[src/hdl/aclp_map.svh]
// constants for the axis command line parser
`ifndef ACLP_MAP_SVH
`define ACLP_MAP_SVH

`define ACLP_BUF_DEPTH   6'h20
`define ACLP_CH_BS       8'h08
`define ACLP_CH_LF       8'h0A
`define ACLP_CH_CR       8'h0D
`define ACLP_CH_SP       8'h20
`define ACLP_CH_PLUS     8'h2B
`define ACLP_CH_COMMA    8'h2C
`define ACLP_CH_MINUS    8'h2D
`define ACLP_CH_DOT      8'h2E
`define ACLP_CH_ZERO     8'h30
`define ACLP_CH_NINE     8'h39
`define ACLP_CH_COLON    8'h3A
`define ACLP_PULSE_MIN   40'shFFF8000000
`define ACLP_PULSE_MAX   40'sh0007FFFFFF
`define ACLP_ACC_LIMIT   40'h00FFFFFFFF
`define ACLP_LAST_FIELD  3'h3

`endif

[src/hdl/aclp_pkg.sv]
// types shared by the axis command line parser
package aclp_pkg;

    typedef enum logic [4:0] {
        CMD_NONE   = 5'h00, CMD_HOME   = 5'h01, CMD_REL    = 5'h02, CMD_ABS    = 5'h03,
        CMD_OVR    = 5'h04, CMD_ARC    = 5'h05, CMD_LIN    = 5'h06, CMD_JOG    = 5'h07,
        CMD_STOP   = 5'h08, CMD_ORIGIN = 5'h09, CMD_SPEED  = 5'h0A, CMD_HSPEED = 5'h0B,
        CMD_FREE   = 5'h0C, CMD_STAT   = 5'h0D, CMD_BUSYQ  = 5'h0E, CMD_INFO   = 5'h0F,
        CMD_OUT    = 5'h10, CMD_IN     = 5'h11, CMD_ALMRST = 5'h12, CMD_PROG   = 5'h13
    } aclp_cmd_e;

    typedef enum logic [1:0] {
        RPL_ACCEPT = 2'h0,
        RPL_REFUSE = 2'h1,
        RPL_STATUS = 2'h2,
        RPL_BUSY   = 2'h3
    } aclp_reply_e;

    typedef logic [3:0][39:0] aclp_vals_t;

    typedef struct packed {
        aclp_reply_e kind;
        aclp_cmd_e   cmd;
        logic        busy_flag;
        logic [3:0]  busy_axes;
    } aclp_reply_s;

    typedef struct packed {
        aclp_cmd_e  cmd;
        logic [3:0] mask;
        aclp_vals_t vals;
    } aclp_exec_s;

    // commands that may address a busy axis
    function automatic logic is_exempt(input aclp_cmd_e c);
        return c inside {CMD_STAT, CMD_INFO, CMD_STOP, CMD_BUSYQ, CMD_IN, CMD_OUT};
    endfunction : is_exempt

    // commands that start motion on acceptance
    function automatic logic is_motion(input aclp_cmd_e c);
        return c inside {CMD_HOME, CMD_REL, CMD_ABS, CMD_ARC, CMD_LIN, CMD_JOG};
    endfunction : is_motion

endpackage : aclp_pkg

[src/hdl/aclp_line_buf.sv]
// line assembly buffer with backspace editing
`timescale 1ns/1ns
`include "aclp_map.svh"
module aclp_line_buf (
    // clock and reset
    input  wire logic       mclk_in,
    input  wire logic       rst_n_in,
    // edit controls
    input  wire logic       push_in,
    input  wire logic [7:0] data_in,
    input  wire logic       bs_in,
    input  wire logic       clear_in,
    // read side
    input  wire logic [5:0] rd_idx_in,
    output logic      [7:0] rd_data_out,
    output logic      [7:0] first_out,
    output logic      [7:0] last_out,
    output logic      [5:0] len_out,
    output logic            ovf_out
);
    logic [7:0] mem_q [0:31];
    logic [7:0] mem_d [0:31];
    logic [5:0] len_q, len_d;
    logic       ovf_q, ovf_d;

    // next line contents
    always_comb begin
        mem_d = mem_q;
        len_d = len_q;
        ovf_d = ovf_q;
        if (clear_in) begin
            len_d = 6'h00;
            ovf_d = 1'b0;
        end else if (bs_in) begin
            if (len_q != 6'h00) begin
                len_d = len_q - 6'h01;
            end
        end else if (push_in) begin
            if (len_q < `ACLP_BUF_DEPTH) begin
                mem_d[len_q[4:0]] = data_in;
                len_d = len_q + 6'h01;
            end else begin
                ovf_d = 1'b1; // long line, refused later
            end
        end
    end

    // storage registers
    always_ff @(posedge mclk_in) begin
        mem_q <= mem_d;
        if (!rst_n_in) begin
            len_q <= 6'h00;
            ovf_q <= 1'b0;
        end else begin
            len_q <= len_d;
            ovf_q <= ovf_d;
        end
    end

    // read ports
    assign rd_data_out = mem_q[rd_idx_in[4:0]];
    assign first_out   = mem_q[0];
    assign last_out    = (len_q == 6'h00) ? 8'h00 : mem_q[5'(len_q - 6'h01)];
    assign len_out     = len_q;
    assign ovf_out     = ovf_q;
endmodule : aclp_line_buf

[src/hdl/aclp_parser.sv]
// axis command line parser top
`timescale 1ns/1ns
`include "aclp_map.svh"
module aclp_parser (
    // clock and reset
    input  wire logic                mclk_in,
    input  wire logic                rst_n_in,
    // character stream from the link receiver, same clock
    input  wire logic                rx_valid_in,
    input  wire logic [7:0]          rx_data_in,
    output logic                     rx_ready_out,
    // axis state from the motion engine, same clock
    input  wire logic [3:0]          axis_busy_in,
    input  wire aclp_pkg::aclp_vals_t pos_in,
    // answers and command hand-off
    output logic                     reply_valid_out,
    output aclp_pkg::aclp_reply_s    reply_out,
    output logic                     exec_valid_out,
    output aclp_pkg::aclp_exec_s     exec_out,
    output logic                     motion_start_out
);
    typedef enum logic [2:0] {
        S_COLLECT = 3'h0,
        S_CODE    = 3'h1,
        S_COLON   = 3'h2,
        S_FIELD   = 3'h3,
        S_CHECK   = 3'h4
    } aclp_state_e;

    aclp_state_e           st_q, st_d;
    logic [5:0]            idx_q, idx_d;
    aclp_pkg::aclp_cmd_e   cmd_q, cmd_d;
    logic                  err_q, err_d;
    logic [2:0]            fld_q, fld_d;
    logic                  neg_q, neg_d, sgn_q, sgn_d, dig_q, dig_d;
    aclp_pkg::aclp_vals_t  acc_q, acc_d;
    logic [3:0]            given_q, given_d;
    logic                  rpl_v_d, ex_v_d, mot_d;
    aclp_pkg::aclp_reply_s rpl_d;
    aclp_pkg::aclp_exec_s  ex_d;
    logic                  is_term, is_bs, lb_push, lb_clear, close, busy_hit, bad;
    logic [7:0]            ch, lb_first, lb_last;
    logic [5:0]            lb_len;
    logic                  lb_ovf;
    logic [3:0]            rel_bad, abs_bad, home_bad, home_go;
    logic [39:0]           cur;

    // letter to command, either case accepted
    function automatic aclp_pkg::aclp_cmd_e decode(input logic [7:0] c);
        logic [7:0] u;
        u = (c >= 8'h61 && c <= 8'h7A) ? (c & 8'hDF) : c;
        case (u)
            8'h48:   return aclp_pkg::CMD_HOME;
            8'h4D:   return aclp_pkg::CMD_REL;
            8'h41:   return aclp_pkg::CMD_ABS;
            8'h59:   return aclp_pkg::CMD_OVR;
            8'h45:   return aclp_pkg::CMD_ARC;
            8'h4B:   return aclp_pkg::CMD_LIN;
            8'h4A:   return aclp_pkg::CMD_JOG;
            8'h4C:   return aclp_pkg::CMD_STOP;
            8'h52:   return aclp_pkg::CMD_ORIGIN;
            8'h44:   return aclp_pkg::CMD_SPEED;
            8'h42:   return aclp_pkg::CMD_HSPEED;
            8'h43:   return aclp_pkg::CMD_FREE;
            8'h51:   return aclp_pkg::CMD_STAT;
            8'h21:   return aclp_pkg::CMD_BUSYQ;
            8'h3F:   return aclp_pkg::CMD_INFO;
            8'h4F:   return aclp_pkg::CMD_OUT;
            8'h49:   return aclp_pkg::CMD_IN;
            8'h55:   return aclp_pkg::CMD_ALMRST;
            8'h50:   return aclp_pkg::CMD_PROG;
            default: return aclp_pkg::CMD_NONE;
        endcase
    endfunction : decode

    // receive side controls
    assign rx_ready_out = (st_q == S_COLLECT);
    assign is_term      = (rx_data_in == `ACLP_CH_CR) || (rx_data_in == `ACLP_CH_LF);
    assign is_bs        = (rx_data_in == `ACLP_CH_BS);
    assign lb_push      = rx_valid_in && rx_ready_out && !is_term && !is_bs;
    assign lb_clear     = (st_q == S_CHECK);
    assign cur          = acc_q[fld_q[1:0]];

    aclp_line_buf u_buf (
        .mclk_in     (mclk_in),
        .rst_n_in    (rst_n_in),
        .push_in     (lb_push),
        .data_in     (rx_data_in),
        .bs_in       (rx_valid_in && rx_ready_out && is_bs),
        .clear_in    (lb_clear),
        .rd_idx_in   (idx_q),
        .rd_data_out (ch),
        .first_out   (lb_first),
        .last_out    (lb_last),
        .len_out     (lb_len),
        .ovf_out     (lb_ovf)
    );

    // per-axis value checks
    for (genvar a = 0; a < 4; a++) begin : g_axis
        logic signed [39:0] v, d;
        assign v           = $signed(acc_q[a]);
        assign d           = v - $signed(pos_in[a]);
        assign rel_bad[a]  = given_q[a] && (v < `ACLP_PULSE_MIN || v > `ACLP_PULSE_MAX);
        assign abs_bad[a]  = given_q[a] && (d < `ACLP_PULSE_MIN || d > `ACLP_PULSE_MAX);
        assign home_bad[a] = given_q[a] && (v != 40'sh0000000000) && (v != 40'sh0000000001);
        assign home_go[a]  = given_q[a] && (v == 40'sh0000000001);
    end

    assign busy_hit = !aclp_pkg::is_exempt(cmd_q) && |(given_q & axis_busy_in);
    assign bad      = err_q || busy_hit
                   || (cmd_q == aclp_pkg::CMD_REL  && |rel_bad)
                   || (cmd_q == aclp_pkg::CMD_ABS  && |abs_bad)
                   || (cmd_q == aclp_pkg::CMD_HOME && |home_bad);

    // parser next state
    always_comb begin
        st_d = st_q; idx_d = idx_q; cmd_d = cmd_q; err_d = err_q; fld_d = fld_q;
        neg_d = neg_q; sgn_d = sgn_q; dig_d = dig_q; acc_d = acc_q; given_d = given_q;
        rpl_v_d = 1'b0; rpl_d = reply_out; ex_v_d = 1'b0; ex_d = exec_out; mot_d = 1'b0;
        close = 1'b0;
        case (st_q)
            S_COLLECT: begin
                if (rx_valid_in && is_term && lb_len != 6'h00) begin
                    st_d    = S_CODE;
                    idx_d   = 6'h00;
                    err_d   = lb_ovf || lb_first == `ACLP_CH_SP || lb_last == `ACLP_CH_SP;
                    fld_d   = 3'h0;
                    neg_d   = 1'b0;
                    sgn_d   = 1'b0;
                    dig_d   = 1'b0;
                    acc_d   = '0;
                    given_d = 4'h0;
                end
            end
            S_CODE: begin
                cmd_d = decode(ch);
                if (decode(ch) == aclp_pkg::CMD_NONE) err_d = 1'b1;
                idx_d = 6'h01;
                st_d  = (lb_len == 6'h01) ? S_CHECK : S_COLON;
            end
            S_COLON: begin
                if (ch != `ACLP_CH_COLON) err_d = 1'b1;
                idx_d = 6'h02;
                st_d  = S_FIELD;
            end
            S_FIELD: begin
                if (idx_q == lb_len) begin
                    close = 1'b1;
                    st_d  = S_CHECK;
                end else begin
                    idx_d = idx_q + 6'h01;
                    if (ch >= `ACLP_CH_ZERO && ch <= `ACLP_CH_NINE) begin
                        dig_d = 1'b1;
                        if (cur > `ACLP_ACC_LIMIT) err_d = 1'b1;
                        else acc_d[fld_q[1:0]] = (cur << 3) + (cur << 1)
                                               + {36'h0, ch[3:0]};
                    end else if (ch == `ACLP_CH_PLUS || ch == `ACLP_CH_MINUS) begin
                        if (sgn_q || dig_q) err_d = 1'b1;
                        sgn_d = 1'b1;
                        neg_d = (ch == `ACLP_CH_MINUS);
                    end else if (ch == `ACLP_CH_COMMA) begin
                        close = 1'b1;
                        if (fld_q >= `ACLP_LAST_FIELD) err_d = 1'b1;
                    end else begin
                        err_d = 1'b1;
                    end
                end
                if (close) begin
                    if (sgn_q && !dig_q) err_d = 1'b1;
                    given_d[fld_q[1:0]] = dig_q;
                    acc_d[fld_q[1:0]]   = neg_q ? (40'h0 - cur) : cur;
                    fld_d = fld_q + 3'h1;
                    neg_d = 1'b0;
                    sgn_d = 1'b0;
                    dig_d = 1'b0;
                end
            end
            S_CHECK: begin
                st_d              = S_COLLECT;
                rpl_v_d           = 1'b1;
                rpl_d.cmd         = cmd_q;
                rpl_d.busy_flag   = |axis_busy_in;
                rpl_d.busy_axes   = axis_busy_in;
                if (bad)
                    rpl_d.kind = aclp_pkg::RPL_REFUSE;
                else if (cmd_q inside {aclp_pkg::CMD_STAT, aclp_pkg::CMD_INFO, aclp_pkg::CMD_IN})
                    rpl_d.kind = aclp_pkg::RPL_STATUS;
                else if (cmd_q == aclp_pkg::CMD_BUSYQ)
                    rpl_d.kind = aclp_pkg::RPL_BUSY;
                else begin
                    rpl_d.kind = aclp_pkg::RPL_ACCEPT;
                    ex_v_d     = 1'b1;
                    ex_d.cmd   = cmd_q;
                    ex_d.mask  = (cmd_q == aclp_pkg::CMD_HOME) ? home_go : given_q;
                    ex_d.vals  = acc_q;
                    mot_d      = aclp_pkg::is_motion(cmd_q);
                end
            end
            default: st_d = S_COLLECT;
        endcase
    end

    // parser registers
    always_ff @(posedge mclk_in) begin
        if (!rst_n_in) begin
            st_q <= S_COLLECT; idx_q <= 6'h00; cmd_q <= aclp_pkg::CMD_NONE; err_q <= 1'b0;
            fld_q <= 3'h0; neg_q <= 1'b0; sgn_q <= 1'b0; dig_q <= 1'b0;
            acc_q <= '0; given_q <= 4'h0;
            reply_valid_out <= 1'b0; reply_out <= '0;
            exec_valid_out <= 1'b0; exec_out <= '0; motion_start_out <= 1'b0;
        end else begin
            st_q <= st_d; idx_q <= idx_d; cmd_q <= cmd_d; err_q <= err_d;
            fld_q <= fld_d; neg_q <= neg_d; sgn_q <= sgn_d; dig_q <= dig_d;
            acc_q <= acc_d; given_q <= given_d;
            reply_valid_out <= rpl_v_d; reply_out <= rpl_d;
            exec_valid_out <= ex_v_d; exec_out <= ex_d; motion_start_out <= mot_d;
        end
    end
endmodule : aclp_parser

[config.mk]
export PLATFORM = sky130hd
export DESIGN_NAME = aclp_parser
export DESIGN_NICKNAME = d
export VERILOG_FILES = /design/src/hdl/aclp_pkg.sv /design/src/hdl/aclp_line_buf.sv /design/src/hdl/aclp_parser.sv
export VERILOG_INCLUDE_DIRS = /design/src /design/src/hdl
export SDC_FILE = /design/constraint.sdc
export NUM_CORES = 2
export LEC_CHECK = 0
export BUFFER_PORTS_ARGS = -buffer_cell sky130_fd_sc_hd__clkbuf_2
export CORE_MARGIN = 4
export CORE_UTILIZATION = 44
export DETAILED_ROUTE_END_ITERATION = 10
export GPL_TIMING_DRIVEN = 0
export PLACE_DENSITY_LB_ADDON = 0.08
export SYNTH_ARGS = -nofsm -noshare
export SYNTH_HDL_FRONTEND = slang
export SYNTH_SLANG_ARGS = --single-unit
export TNS_END_PERCENT = 20
[constraint.sdc]
create_clock -name mclk_in -period 8.2 [get_ports mclk_in]
set_input_delay 1.64 -clock mclk_in [delete_from_list [all_inputs] [get_ports mclk_in]]
set_output_delay 1.64 -clock mclk_in [all_outputs]
set_load 0.02 [all_outputs]
==> results_dict.tcl <==
set metrics [dict create \
    detail_route.wirelength_mm 168 \
    clock_tree_from_tritoncts "yes" \
    place.gp.congestion 1.01 \
    postSynthCellCount 4462 \
    nFillCells 8657 \
    setup.worst_path.end_class "flop" \
    max_cap_violations 1 \
    startpoint_type_of_the_worst_setup_path "flop" \
    synth-main-ff-cell "dfxtp_1" \
    status "finished with violations" \
    time_the_worst_path_needs_with_i_o_delays_and_setup_ns 7.66 \
    max_freq_mhz 130 \
    critical_path.cell_chain "clkdlybuf4s15_2 > clkbuf_2 > mux4_2 > mux4_2 > mux2_2 > inv_1 > fa_1 > fa_1 > nor2b_1 > o21ai_0 > a21boi_0 > o21a_1 > o211ai_1 > a211oi_1 > o211ai_1 > a311oi_1 > a211oi_1 > o211ai_1 > o2bb2ai_1" \
    grt.overflow.total 0 \
    power.static_leakage_nw 18.2 \
    grt_use_total_pct 33.2 \
    yosysWarningCount 0 \
    seq_total_area_yosys_pct 37.4 \
    ctsHoldBuffers 0 \
    register_area_sq_um 15200 \
    start_util_pct 44.4 \
    placementRows 111 \
    number_of_top_level_pins 360 \
    nets 5321 \
    cts_htree_levels 3 \
    holdCritPathClass "reg2reg" \
    vdd_ir_max_mv 0.175 \
    clkTransAtPathRegs_ns 0.06 \
    register_to_register_setup_slack_ns 0.54 \
    crit_path_frequent_cell "o211ai_1" \
    wl_per_cell_um 27.3 \
    critPathArrivalTime_ns 8.26 \
    ant_nets 0 \
    synth_seq_cells 632 \
    post-route-cell-area_sq_um 46600 \
    dpl-instance-area_sq_um 44000 \
    max_stage_delay_ns 0.62 \
    max-clock-path-buffers 3 \
    post_synthesis_average_cell_area_sq_um 9.12 \
    rsz0062_at_grt "no" \
    highest_fanout_seen_on_the_critical_path 16 \
    slowest_stage "a211oi_1" \
    yosys.cell_types.count 91 \
    total_area_of_multi_input_combinational_cells_sq_um 23500 \
    vias_per_instance 6.26 \
    cts.root.buffer_cell "clkbuf_16" \
    num_antenna_cells 0 \
    cellPowerDensity_nw_per_um2 164 \
    grt_start_max_net_pins 36 \
    drt-initial-drc-count 4172 \
    synth_edf_count 256 \
    synth.net_count 4885 \
    post_synthesis_to_final_layout_area_growth_pct 14.5 \
    setup-violations-final 0 \
    timing_worst_setup_path_type "reg2reg" \
    chipHeight_um 312 \
    critical_path_required_ns 8.79 \
    dpl.hpwl_mm 132 \
    cell_area_after_technology_mapping_sq_um 40700 \
    firstDrtPassIters 6 \
    final_max_slew_viol_count 11 \
    total_power_w 0.00764 \
    synthArstFlopShare_pct 0 \
    clock-sinks 632 \
    finalHoldViolations 0 \
    finish.utilization_pct 50.8 \
    worst-slew-pin-transition_ns 1.54 \
    detail_route.drc_violations 0 \
    clk-insertion-delay-late_ns 0.67 \
    final_min_period_over_clock_period_pct 93.5 \
    dieArea_sq_um 97400 \
    worst_path_dominant_cell_family "compound AO/OA/AOI/OAI gates" \
    max_slew_margin_pct -2.40 \
    cts_inserted_buffers 77 \
    fp.coreArea_sq_um 91700 \
    fp.dieW_um 312 \
    layout-drive-gt1-share_pct 14.2 \
    global_route_wire_length_before_repair_mm 244 \
    dr_total_vias 38444 \
    placement.io_buffers 358 \
    fin_skew_ns 0.0223 \
    antenna_violations_before_repair 3 \
    via_count_of_the_first_global_routing_pass 36441 \
    failed_checks "max-capacitance violations, max-slew violations" \
    path_buf_inv 3 \
]
[area by class of cell]
type / instances / area share, %
plain buffers: 225 / 2.29
clock inverters: 33 / 0.900
multi-input cells: 3372 / 50.6
well taps: 1186 / 3.19
repair buffers: 359 / 3.86
inverters: 231 / 1.86
clock buffers: 105 / 4.67
flip-flops and latches: 632 / 32.7
[per-layer routing]
layer	vias to the layer above	GRT usage, %	share of wire, %
met5	-	0	0.0083
met4	2	17.1	6.0
met3	401	6.56	9.2
met2	2050	50.6	43
met1	18519	45.0	42
li1	17472	-	-
[stage by stage]
stage	hold slack, ns	TNS (ns)	instances	setup WS, ns
final	0.456	0	6143	0.535
after global placement	0.442	-3.76	6006	-0.302
after global routing	0.463	0	6143	0.213
after CTS	0.457	0	6143	0.119
after detailed placement	0.447	-6.26	6006	-0.409
after floorplan	0.448	0	4462	2.21
[flip-flops by register name, summed over array words and instances, names as in the netlist, 3 cells and up]
register	flops
u_buf.len_out	6
u_buf.first_out	8
fld_q	3
idx_q	6
given_q	4
u_buf.mem_q	248
cmd_q	5
exec_out	169
reply_out	12
g_axis.v	160
st_q	3
[cell usage after synthesis, types with 30 or more instances]
cell type / instances / area (sq um)
a22oi_1: 33 / 248
o31ai_1: 30 / 225
a21oi_1: 268 / 1340
buf_2: 37 / 185
nand4_1: 62 / 388
xor2_1: 71 / 622
edfxtp_1: 256 / 7690
nor4_1: 79 / 494
nor4b_1: 30 / 263
o211ai_1: 58 / 435
nor3_1: 65 / 325
a32o_1: 70 / 701
mux4_2: 121 / 2730
a22o_1: 30 / 263
o21ai_0: 192 / 961
a211oi_1: 52 / 390
nand2_1: 863 / 3240
ha_1: 242 / 3030
clkbuf_1: 155 / 582
xnor2_1: 51 / 447
nand3_1: 159 / 796
mux2i_1: 205 / 2050
nor2_1: 205 / 769
dfxtp_1: 376 / 7530
a21o_1: 63 / 473
inv_1: 229 / 860
[power breakdown]
part	switching (W)	internal, W	leakage (nW)	total [W]
clock	0.00147	0.00209	1.27	0.00356
sequential	0.0000168	0.00329	5.33	0.00331
combinational	0.000535	0.000235	11.6	0.000770
total	0.00202	0.00562	18.2	0.00764
[path summary, 6_finish.rpt]
check | startpoint | to | cells past startpoint
hold / removal | exec_out[52] | exec_out[52] | 2
setup / recovery | idx_q[1] | g_axis[1].v[38] | 19
hold reg to reg | exec_out[52] | exec_out[52] | 2
setup reg to reg | idx_q[1] | g_axis[1].v[38] | 19
[tightest hold or removal path, stage by stage (launching register included)]
cell     delay, ns
dfxtp_1       0.30
nand2_1       0.05
mux2i_1       0.05
[cell families (layout without fill, tap and decap cells)]
family	Yosys count	in the layout	share of synthesized area, %
AOI/OAI and AO/OA	1016	1016	16.8
buffers and inverters	458	953	4.75
and+or+nand+nor	1651	1651	18.7
xor gates and xnor gates	122	122	2.63
adders and majority gates	248	248	7.74
DFF	632	632	37.4
muxes	335	335	12.0
[cell usage in the layout (no fill, tap or decap), types with 62 or more instances in the layout]
cell type  count
nand2_1      863
dfxtp_1      376
clkbuf_2     361
a21oi_1      268
edfxtp_1     256
ha_1         242
inv_1        229
nor2_1       205
mux2i_1      205
o21ai_0      192
clkbuf_1     166
nand3_1      159
mux4_2       121
nor4_1        79
clkbuf_16     78
xor2_1        71
a32o_1        70
nor3_1        65
a21o_1        63
nand4_1       62
[repair_timing]
item                                    4_1_cts  5_1_grt
endpoints found under the hold margin         0        0
resized for setup                             4        1
endpoints found under the setup margin       45       25
buffers inserted                              0        0
Note: power is estimated with default switching activity, not from simulation.
